[src/tcc_pkg.sv]
package tcc_pkg;
  // ****************************************
  // Register map (byte-wide bus, word regs split in hi/lo bytes)
  // ****************************************
  localparam logic [3:0] ADDR_CNT_HI = 4'h0;
  localparam logic [3:0] ADDR_CNT_LO = 4'h1;
  localparam logic [3:0] ADDR_GRA_HI = 4'h2;
  localparam logic [3:0] ADDR_GRA_LO = 4'h3;
  localparam logic [3:0] ADDR_GRB_HI = 4'h4;
  localparam logic [3:0] ADDR_GRB_LO = 4'h5;
  localparam logic [3:0] ADDR_BRA_HI = 4'h6;
  localparam logic [3:0] ADDR_BRA_LO = 4'h7;
  localparam logic [3:0] ADDR_CTRL = 4'h8;
  localparam logic [3:0] ADDR_STAT = 4'h9;
  localparam logic [3:0] ADDR_CNT_W = 4'hA;
  // ****************************************
  // Control fields
  // ****************************************
  localparam int CTL_CLR_LO = 0;
  localparam int CTL_CLR_HI = 1;
  localparam int CTL_A_CAP = 2;
  localparam int CTL_B_CAP = 3;
  localparam int CTL_PWM = 4;
  localparam int CTL_SYNC = 5;
  localparam int CTL_BUF = 6;
  localparam int CTL_RUN = 7;
  localparam int ST_FLAG_A = 0;
  localparam int ST_FLAG_B = 1;
  localparam int ST_WRAP = 2;
  localparam logic [7:0] CTRL_RST = 8'h00;
  localparam logic [15:0] CNT_RST = 16'h0000;
  localparam logic [15:0] GR_RST = 16'hFFFF;
  localparam logic [15:0] CNT_ONES = 16'hFFFF;
  localparam logic [1:0] BUS_T1 = 2'h1;
  localparam logic [1:0] BUS_T2 = 2'h2;
  localparam logic [1:0] BUS_T3 = 2'h3;
  typedef enum logic [1:0] {BUS_IDLE, BUS_S1, BUS_S2, BUS_S3} tcc_bus_type;
endpackage

[src/tcc_channel.sv]
// Overview of operation
// - Clear beats counter write in third state
// - Word write beats increment in third state
// - Byte write beats increment, other byte kept
// - Match register write suppresses compare match
// - Write beats wrap counting, wrap flag set
// - Read during capture returns old value
// - Capture-clear stores pre-clear count, no increment
// - Capture beats match register write
// - Match clear gives period of N plus one
// - Capture beats buffer write when buffering
// - Synchronized byte write loads all counters
// - PWM disables capture, A+B match suppressed
// - Clear field picks A, B or sync clear
// - A-capture select bit picks capture or compare
// - Sync preset and clear need sync enable
// - Wrap flag on FFFF to 0000 rollover
// - Flag clears on read-while-set then zero write
module tcc_channel
  import tcc_pkg::*;
#(
  parameter int WIDTH = 16
) (
  input wire logic clk_i, // System clock
  input wire logic arst_n_i, // Async reset, active low
  input wire logic clk_en_i, // Freezes all state when low
  input wire logic [3:0] addr_i, // Register address
  input wire logic [7:0] wdata_i, // Write data byte
  input wire logic wr_i, // Write strobe
  input wire logic rd_i, // Read strobe
  output logic [7:0] rdata_o, // Read data, registered at end of third bus state
  input wire logic inc_i, // Timer increment pulse
  input wire logic cap_a_i, // Capture edge on A
  input wire logic cap_b_i, // Capture edge on B
  input wire logic sync_clr_i, // Clear from synced channels
  input wire logic sync_load_i, // Preset from synced channels
  input wire logic [WIDTH-1:0] sync_val_i, // Preset value
  output logic sync_clr_o, // This channel clears, to peers
  output logic sync_load_o, // This channel preset, to peers
  output logic [WIDTH-1:0] sync_val_o, // Preset value to peers
  output logic match_a_o, // Compare match A pulse
  output logic match_b_o, // Compare match B pulse
  output logic [2:0] flags_o // Status flags A, B, wrap
);
  // ****************************************
  // Bus cycle sequencer
  // ****************************************
  // Strobe starts a cycle; data commits in its third state.
  tcc_bus_type bus_st;
  logic [3:0] bus_addr;
  logic [7:0] bus_data;
  logic bus_wr;
  logic bus_busy;
  logic [WIDTH-1:0] cnt;
  logic [WIDTH-1:0] gra;
  logic [WIDTH-1:0] grb;
  logic [WIDTH-1:0] bra;
  logic [7:0] ctrl;
  logic [2:0] flags;
  logic [2:0] flag_seen;

  function automatic logic [WIDTH-1:0] put_byte(input logic [WIDTH-1:0] v, input logic hi,
                                                input logic [7:0] b);
    put_byte = hi ? {b, v[7:0]} : {v[WIDTH-1:8], b};
  endfunction

  function automatic logic [7:0] get_byte(input logic [WIDTH-1:0] v, input logic hi);
    get_byte = hi ? v[WIDTH-1:8] : v[7:0];
  endfunction

  always_ff @(posedge clk_i or negedge arst_n_i) begin
    if (!arst_n_i) begin
      bus_st <= BUS_IDLE;
      bus_addr <= 4'h0;
      bus_data <= 8'h00;
      bus_wr <= 1'b0;
    end else if (clk_en_i) begin
      case (bus_st)
        BUS_IDLE: if (wr_i || rd_i) begin
          bus_st <= BUS_S2;
          bus_addr <= addr_i;
          bus_data <= wdata_i;
          bus_wr <= wr_i;
        end
        BUS_S2: bus_st <= BUS_S3;
        default: bus_st <= BUS_IDLE;
      endcase
    end
  end

  // Strobes arriving while busy are dropped; the host never stalls.
  assign bus_busy = (bus_st != BUS_IDLE);
  wire t2 = (bus_st == BUS_S2);
  wire t3 = (bus_st == BUS_S3);
  wire w3 = t3 && bus_wr;
  wire r3 = t3 && !bus_wr;
  wire a_hi = !bus_addr[0];
  wire wr_cnt_word = w3 && (bus_addr == ADDR_CNT_W);
  wire wr_cnt_byte = bus_wr && (t2 || t3) && (bus_addr == ADDR_CNT_HI || bus_addr == ADDR_CNT_LO);
  wire wr_cnt_byte3 = w3 && (bus_addr == ADDR_CNT_HI || bus_addr == ADDR_CNT_LO);
  wire wr_gra = w3 && (bus_addr == ADDR_GRA_HI || bus_addr == ADDR_GRA_LO);
  wire wr_grb = w3 && (bus_addr == ADDR_GRB_HI || bus_addr == ADDR_GRB_LO);
  wire wr_bra = w3 && (bus_addr == ADDR_BRA_HI || bus_addr == ADDR_BRA_LO);
  wire wr_ctrl = w3 && (bus_addr == ADDR_CTRL);
  wire wr_stat = w3 && (bus_addr == ADDR_STAT);
  wire rd_stat = r3 && (bus_addr == ADDR_STAT);

  // ****************************************
  // Mode decode
  // ****************************************
  wire pwm_on = ctrl[CTL_PWM];
  wire sync_on = ctrl[CTL_SYNC];
  wire run = ctrl[CTL_RUN];
  wire a_is_cap = !pwm_on && ctrl[CTL_A_CAP];
  wire b_is_cap = !pwm_on && ctrl[CTL_B_CAP];
  wire step = run && inc_i;
  wire cap_a = a_is_cap && cap_a_i;
  wire cap_b = b_is_cap && cap_b_i;
  // Match fires as count leaves N
  wire eq_a = !a_is_cap && (cnt == gra) && step;
  wire eq_b = !b_is_cap && (cnt == grb) && step;
  // simultaneous A and B inhibited in PWM
  wire pwm_both = pwm_on && eq_a && eq_b;
  // write to the register inhibits its match
  wire cm_a = eq_a && !wr_gra && !pwm_both;
  wire cm_b = eq_b && !wr_grb && !pwm_both;
  wire ev_a = cm_a || cap_a;
  wire ev_b = cm_b || cap_b;
  wire [1:0] clr_sel = {ctrl[CTL_CLR_HI], ctrl[CTL_CLR_LO]};
  wire own_clr = (clr_sel == 2'b01 && ev_a) || (clr_sel == 2'b10 && ev_b);
  wire peer_clr = sync_on && clr_sel == 2'b11 && sync_clr_i;
  wire clr = own_clr || peer_clr;
  wire cpu_cnt_wr = wr_cnt_word || wr_cnt_byte3;
  // byte write forms full 16-bit value
  wire [WIDTH-1:0] cnt_wval = wr_cnt_word ? {bus_data, bus_data} & CNT_ONES :
                              put_byte(cnt, a_hi, bus_data);
  wire peer_load = sync_on && sync_load_i;
  wire wrap = step && (cnt == CNT_ONES);

  logic [WIDTH-1:0] next_cnt;
  always_comb begin
    next_cnt = cnt;
    if (clr) begin
      next_cnt = CNT_RST;
    end else if (cpu_cnt_wr) begin
      next_cnt = cnt_wval;
    end else if (peer_load) begin
      next_cnt = sync_val_i;
    end else if (wr_cnt_byte) begin
      // T2 of byte write holds count
      next_cnt = cnt;
    end else if (step) begin
      next_cnt = cnt + 16'h0001;
    end
  end

  // ****************************************
  // Counter and general registers
  // ****************************************
  always_ff @(posedge clk_i or negedge arst_n_i) begin
    if (!arst_n_i) begin
      cnt <= CNT_RST;
      ctrl <= CTRL_RST;
    end else if (clk_en_i) begin
      cnt <= next_cnt;
      if (wr_ctrl) begin
        ctrl <= bus_data;
      end
    end
  end

  always_ff @(posedge clk_i or negedge arst_n_i) begin
    if (!arst_n_i) begin
      gra <= GR_RST;
      grb <= GR_RST;
      bra <= GR_RST;
    end else if (clk_en_i) begin
      if (cap_a) begin
        gra <= cnt;
      end else if (wr_gra) begin
        gra <= put_byte(gra, a_hi, bus_data);
      end
      if (cap_b) begin
        grb <= cnt;
      end else if (wr_grb) begin
        grb <= put_byte(grb, a_hi, bus_data);
      end
      if (cap_a && ctrl[CTL_BUF]) begin
        bra <= gra;
      end else if (wr_bra && !(cap_a && ctrl[CTL_BUF])) begin
        bra <= put_byte(bra, a_hi, bus_data);
      end
    end
  end

  // ****************************************
  // Status flags
  // ****************************************
  wire [2:0] flag_set = {wrap, ev_b, ev_a};
  wire [2:0] flag_clr = {3{wr_stat}} & ~bus_data[2:0] & flag_seen;
  always_ff @(posedge clk_i or negedge arst_n_i) begin
    if (!arst_n_i) begin
      flags <= 3'h0;
      flag_seen <= 3'h0;
    end else if (clk_en_i) begin
      // wrap flag still set on write
      flags <= flag_set | (flags & ~flag_clr);
      if (rd_stat) begin
        flag_seen <= flags;
      end else if (wr_stat) begin
        flag_seen <= 3'h0;
      end
    end
  end

  // ****************************************
  // Read data
  // ****************************************
  // sampled before capture lands
  wire [7:0] rd_mux =
    (bus_addr == ADDR_CNT_HI || bus_addr == ADDR_CNT_LO) ? get_byte(cnt, a_hi) :
    (bus_addr == ADDR_GRA_HI || bus_addr == ADDR_GRA_LO) ? get_byte(gra, a_hi) :
    (bus_addr == ADDR_GRB_HI || bus_addr == ADDR_GRB_LO) ? get_byte(grb, a_hi) :
    (bus_addr == ADDR_BRA_HI || bus_addr == ADDR_BRA_LO) ? get_byte(bra, a_hi) :
    (bus_addr == ADDR_CTRL) ? ctrl :
    (bus_addr == ADDR_STAT) ? {5'h00, flags} : 8'h00;

  always_ff @(posedge clk_i or negedge arst_n_i) begin
    if (!arst_n_i) begin
      rdata_o <= 8'h00;
      match_a_o <= 1'b0;
      match_b_o <= 1'b0;
      sync_clr_o <= 1'b0;
      sync_load_o <= 1'b0;
      sync_val_o <= CNT_RST;
      flags_o <= 3'h0;
    end else if (clk_en_i) begin
      rdata_o <= r3 ? rd_mux : 8'h00;
      match_a_o <= cm_a;
      match_b_o <= cm_b;
      sync_clr_o <= sync_on && own_clr;
      sync_load_o <= sync_on && cpu_cnt_wr && !clr;
      sync_val_o <= cnt_wval;
      flags_o <= flag_set | (flags & ~flag_clr);
    end
  end
endmodule

[config.mk]
export PLATFORM = sky130hd
export DESIGN_NAME = tcc_channel
export DESIGN_NICKNAME = d
export VERILOG_FILES = /design/src/tcc_pkg.sv /design/src/tcc_channel.sv
export SDC_FILE = /design/constraint.sdc
export NUM_CORES = 1
export LEC_CHECK = 0
export BUFFER_PORTS_ARGS = -buffer_cell sky130_fd_sc_hd__buf_2
export CORE_MARGIN = 1
export CORE_UTILIZATION = 60
export CTS_CLUSTER_DIAMETER = 80
export DETAILED_ROUTE_END_ITERATION = 10
export PLACE_DENSITY = 0.84
export SKIP_CTS_REPAIR_TIMING = 1
export SYNTH_ARGS = -nofsm -noshare
export SYNTH_HDL_FRONTEND = slang
export SYNTH_SLANG_ARGS = --single-unit
export TNS_END_PERCENT = 20
[constraint.sdc]
create_clock -name clk_i -period 3.2 [get_ports clk_i]
set_input_delay 0.64 -clock clk_i [delete_from_list [all_inputs] [get_ports clk_i]]
set_output_delay 0.64 -clock clk_i [all_outputs]
set_load 0.02 [all_outputs]
Word-level counts from Yosys, hierarchy flattened
Index checks and enable logic that the tools add are counted.
Word-level totals
  bits of input ports: 38
  latch bits: 0
  memories: 0
  memory bits (writable): 0
  logic and storage cells: 158
  bits in read-only memories: 0
  bits in registers: 121
  output and inout port bits: 31
Cells by class
  $lt $le $gt $ge: 0
  multiplexer cells: 29
  divide/modulo/power cells: 0
  shift operators: 0
  $mul: 0
  equal/unequal tests: 23
  bitwise logic cells: 6
  reduce and logical (&&, ||, !) cells: 79
  $add $sub $neg: 1
Operators with widths (count)
  two-way mux 16 bit: 14
  two-way mux 8 bit: 10
  logical AND 1 bit: 38
  == test 16 bit: 2
  AND reduction 3 bit: 8
  adder 16 x 1 -> 16 bit, second input constant: 1
  == test 16 bit, second input constant: 1
  == test 4 x 3 -> 1 bit, second input constant: 4
  nonzero test 2 bit: 7
  == test 4 bit, second input constant: 3
  logical OR 1 bit: 11
  bitwise AND 3 bit: 3
  logical NOT 1 bit: 9
  two-way mux 3 bit: 3
  == test 2 bit, second input constant: 4
  == test 4 x 2 -> 1 bit, second input constant: 2
  != test 2 x 1 -> 1 bit, second input constant: 3
  NOT 3 bit: 2
  AND reduction 2 bit: 3
  == test 4 x 1 -> 1 bit, second input constant: 1
  logical NOT 4 bit: 1
  != test 4 x 1 -> 1 bit, second input constant: 1
  case mux 2 bit (2 select lines): 1
  nonzero test 4 bit: 1
  5 further kinds: 5

Logic depth before layout (Yosys ltp)
  depth in word-level cells: 15
  depth in mapped cells: 9
  gate-level depth less buffers: 7

Worst setup path before layout
Ideal clock, no wire load.
  kind: input -> register
  start: input inc_i
  end: register cnt[9]
  buffers on the path: 1
  setup slack: 663 ps
  stages on the path: 8
  data required time: 3134 ps
  arrival: 2471 ps
  path through: nand2_1 -> or4_4 -> nor4_1 -> nand4_1 -> and3_4 -> o41ai_4 -> buf_6 -> a22o_1
On the way
  cells in the longest elaborated chain, start to end: 12
Ends and longest elaborated chain
  from (decl): line tcc_channel.sv:32  | input wire logic inc_i,
  logical AND 1 bit (*): line tcc_channel.sv:116  | wire step = run && inc_i;
  logical AND 1 bit: line tcc_channel.sv:120  | wire eq_a = !a_is_cap && (cnt == gra) && step;
  logical AND 1 bit (2 in a row): line tcc_channel.sv:123  | wire pwm_both = pwm_on && eq_a && eq_b;
  logical NOT 1 bit: line tcc_channel.sv:125, tcc_channel.sv:126
  logical AND 1 bit (on tied branches): line tcc_channel.sv:125, tcc_channel.sv:126
  logical OR 1 bit (on tied branches): line tcc_channel.sv:127, tcc_channel.sv:128
  logical AND 1 bit: line tcc_channel.sv:130  | wire own_clr = (clr_sel == 2'b01 && ev_a) || (clr_sel == 2'b10 && ev_b);
  logical OR 1 bit: line tcc_channel.sv:130
  logical OR 1 bit: line tcc_channel.sv:132  | wire clr = own_clr || peer_clr;
  != test 4 x 1 -> 1 bit (no line) or nonzero test 4 bit (tied branches)
  AND reduction 3 bit (no line)
  to (signal assigned): line tcc_channel.sv:165  | cnt <= next_cnt;
  to (decl): line tcc_channel.sv:54  | logic [WIDTH-1:0] cnt;
Every way passes the cells marked *; elsewhere a longest branch is shown, timed or not.
A chain may end at the register's enable or synchronous reset.

Final worst setup path
  start: register cnt[6]
  end: register cnt[6]
On the way
  cells in the longest elaborated chain, start to end: 13
Ends and longest elaborated chain
  branches (longest 13 deep; another with adder 16 x 1 -> 16 bit)
Parallel ways; which one is timed is not known. The select of a mux whose other input is x is not followed.

==> impl_metrics.toml <==
[logic_synthesis]
synth_edf_count = 0
synth_xor_area_frac = 0.0522
synth.distinct_cells = 59
synth-simple-area-share = 0.195
synth_most_common_cell = "nand2_1"
ys_warn_count = 0
dominantRegCellSynth = "dfrtp_1"
syn_area_um2 = 7210
synth_top_cell_by_area = "dfrtp_1"
synth_compound_area_frac = 0.191
avgSynthCellArea_um2 = 8.70
synth-seq-cells = 121
synth_area_leaders = "dfrtp_1 25%, dfstp_2 17%, a21oi_1 5.8%"
synth_nets = 868
synth_top_family_by_area = "simple AND/OR/NAND/NOR gates"
netlist_instances = 829
netlist_top_cells_count = "106 x nand2_1, 84 x a21oi_1, 83 x nor2_1"
synth-adder-area-share = 0.00173
synth_mux_area_frac = 0.0884
async_flop_share = 1.00
synth_top_area_share = 0.253
yosysSeqAreaShare = 0.428

[setup_path]
crit_end = "cnt[6]"
crit_type = "flop to flop"
arrival_ns = 3.00
critPathCaptureType = "flop"
cp_max_fo = 15
startpoint_type = "flop"
crit_start = "cnt[6]"
timing.rr.start = "cnt[6]"
regToRegEndpoint = "cnt[6]"
reg2reg_slack_ns = 0.56
r2r_cells = 8
required_ns = 3.56

[status]
violations = "DRC"
status = "finished with violations"

[global_route]
use_met2 = 0.588
grt_max_degree = 52
met1_usage = 0.516
grt_remaining_overflow = 0
gr-usage-all-layers = 0.392
grt_pass1_wl_mm = 36.3
grt_pass1_vias = 6550
use_met3 = 0.109
grt.busiest_layer = "met2"
antenna_found_initial = 0

[placement]
port_buffers = 68
dp_hpwl_mm = 16.5
gp_congestion = 1.08
dpl_worst_slack_ns = 0.369

[sta]
setup_viol = 0
fin_ws_ns = 0.560
skew_ns = 0.00986
min_period_ns = 2.64
finalHoldViolCount = 0
max_freq_ghz = 0.379
min_period_over_period = 0.825
maxSlewViolCount = 0
tightestPinTransition_ns = 0.804
tns_ns = 0
rsz0062_at_grt = "no"
slew_headroom = 0.464

[routing]
drt_pass1_iterations = 8
wl_per_cell_um = 22.4
num_vias = 6665
routed_via_density = 6.43
drc_errors = 2
ant_nets = 0
drt_iter0_drc = 905
drt_wl_total_mm = 23.2

[clock_tree]
clkLatencyLatePin_ns = 0.42
cts_sinks = 121
cts_max_level = 4
cts_buffers = 17
cts_tree = "built"
cts_buffer_depth = 2
cts-root-buf = "clkbuf_16"
clk_pin_slew_ns = 0.06

[cells_and_area]
diodes = 0
final_nets = 919
area_growth_pct = 15.3
utilization = 0.719
drive_gt1_frac = 0.241

[die]
die_w_um = 112
pin_count = 69
coreArea_um2 = 11600
start_util = 0.624
die_h_um = 112
core.rowCount = 39
dieArea_um2 = 12500

[power]
vdd_drop_max_v = 0.000678
power.density_nw_per_um2 = 1090
cellLeakagePower_nw = 3.51

[hold_path]
hp-class = "input port to async pin"

[job]
cap_violations = 0
==> how the worst min path moves through the flow <==
stage / from / end / slack (ns) / cells after the start
after floorplan: arst_n_i / bus_addr[0] / 0.34 / 0
after global placement: grb[10] / grb[10] / 0.47 / 2
after detailed placement: bra[8] / bra[8] / 0.47 / 2
after CTS: arst_n_i / bus_data[1] / 0.27 / 1
after global routing: arst_n_i / bus_data[1] / 0.31 / 1
final: arst_n_i / flag_seen[2] / 0.27 / 1
==> worst max-delay path, cell delays in order (launching register included) <==
cell and delay, ns:
dfrtp_1 0.63, nor2b_1 0.09, or4_4 0.53, nor4_1 0.29, nand4_1 0.12, and3_4 0.23, o41ai_4 0.20, buf_4 0.28
a22o_1 0.18
==> per-layer routing <==
metal	wire (um)	vias up
met1	9180	3185
met4	1010	0
met5	0	-
met3	2290	71
met2	10800	387
li1	-	3022
==> cell type report <==
class	count	area, um^2
Fill cell	888	3250
Tap cell	143	179
Clock buffer	23	488
Inverter	15	56.3
Clock inverter	9	120
Multi-Input combinational cell	628	3810
Sequential cell	121	3090
Timing Repair Buffer	97	573
==> per-stage QoR <==
step	hold slack (ns)	total power, mW	instances	cell area, um^2
6_report	0.265	9.06	1036	8320
3_3_place_gp	0.467	6.81	1004	7710
2_1_floorplan	0.344	5.64	829	7210
5_1_grt	0.306	9.52	1036	8320
4_1_cts	0.272	8.95	1036	8320
3_5_place_dp	0.470	6.95	1004	7710
==> registers in the layout, summed over array words and instances (netlist names), 4 cells and up <==
register / cells
sync_val_o: 16
grb: 16
rdata_o: 8
bus_data: 8
bus_addr: 4
cnt: 16
bra: 16
gra: 16
ctrl: 8
==> placed cells by master, fill, tap and decap left out, types with 3 or more instances in the layout <==
cell type	synthesis	routed
a211oi_1	4	4
a21boi_0	7	7
a21oi_1	84	84
a22o_1	11	11
a22oi_1	10	10
a32o_1	5	5
and2_1	5	5
and3_1	4	4
and4_1	3	3
buf_2	6	67
buf_4	1	29
bufinv_16	0	3
clkbuf_16	0	17
clkbuf_8	0	4
clkinv_2	0	6
dfrtp_1	73	72
dfstp_2	48	48
inv_1	15	15
mux2_2	26	26
mux2i_1	30	30
nand2_1	106	106
nand2b_1	15	15
nand3_1	29	29
nand3b_1	4	4
nand4_1	10	10
nor2_1	83	82
nor2b_1	8	8
nor3_1	7	7
nor4_1	4	4
o211ai_1	11	11
o21ai_0	59	59
o21ai_1	17	17
o22ai_1	13	13
xnor2_1	33	33
xor2_1	10	10
==> cells by family (layout without fill, tap and decap cells) <==
kind of cell	Yosys count	after routing
mux	58	58
flops	121	121
compound gates	231	231
simple gates	295	295
xor+xnor	43	43
buf+inv	80	144
fa+ha+maj	1	1
==> where the power goes <==
| group | internal, mW | switching (mW) |
|---|---|---|
| clock | 1.30 | 0.670 |
| combinational | 1.56 | 2.26 |
| sequential | 2.27 | 1.00 |
| total | 5.13 | 3.93 |
(Power assumes the default switching activity.)
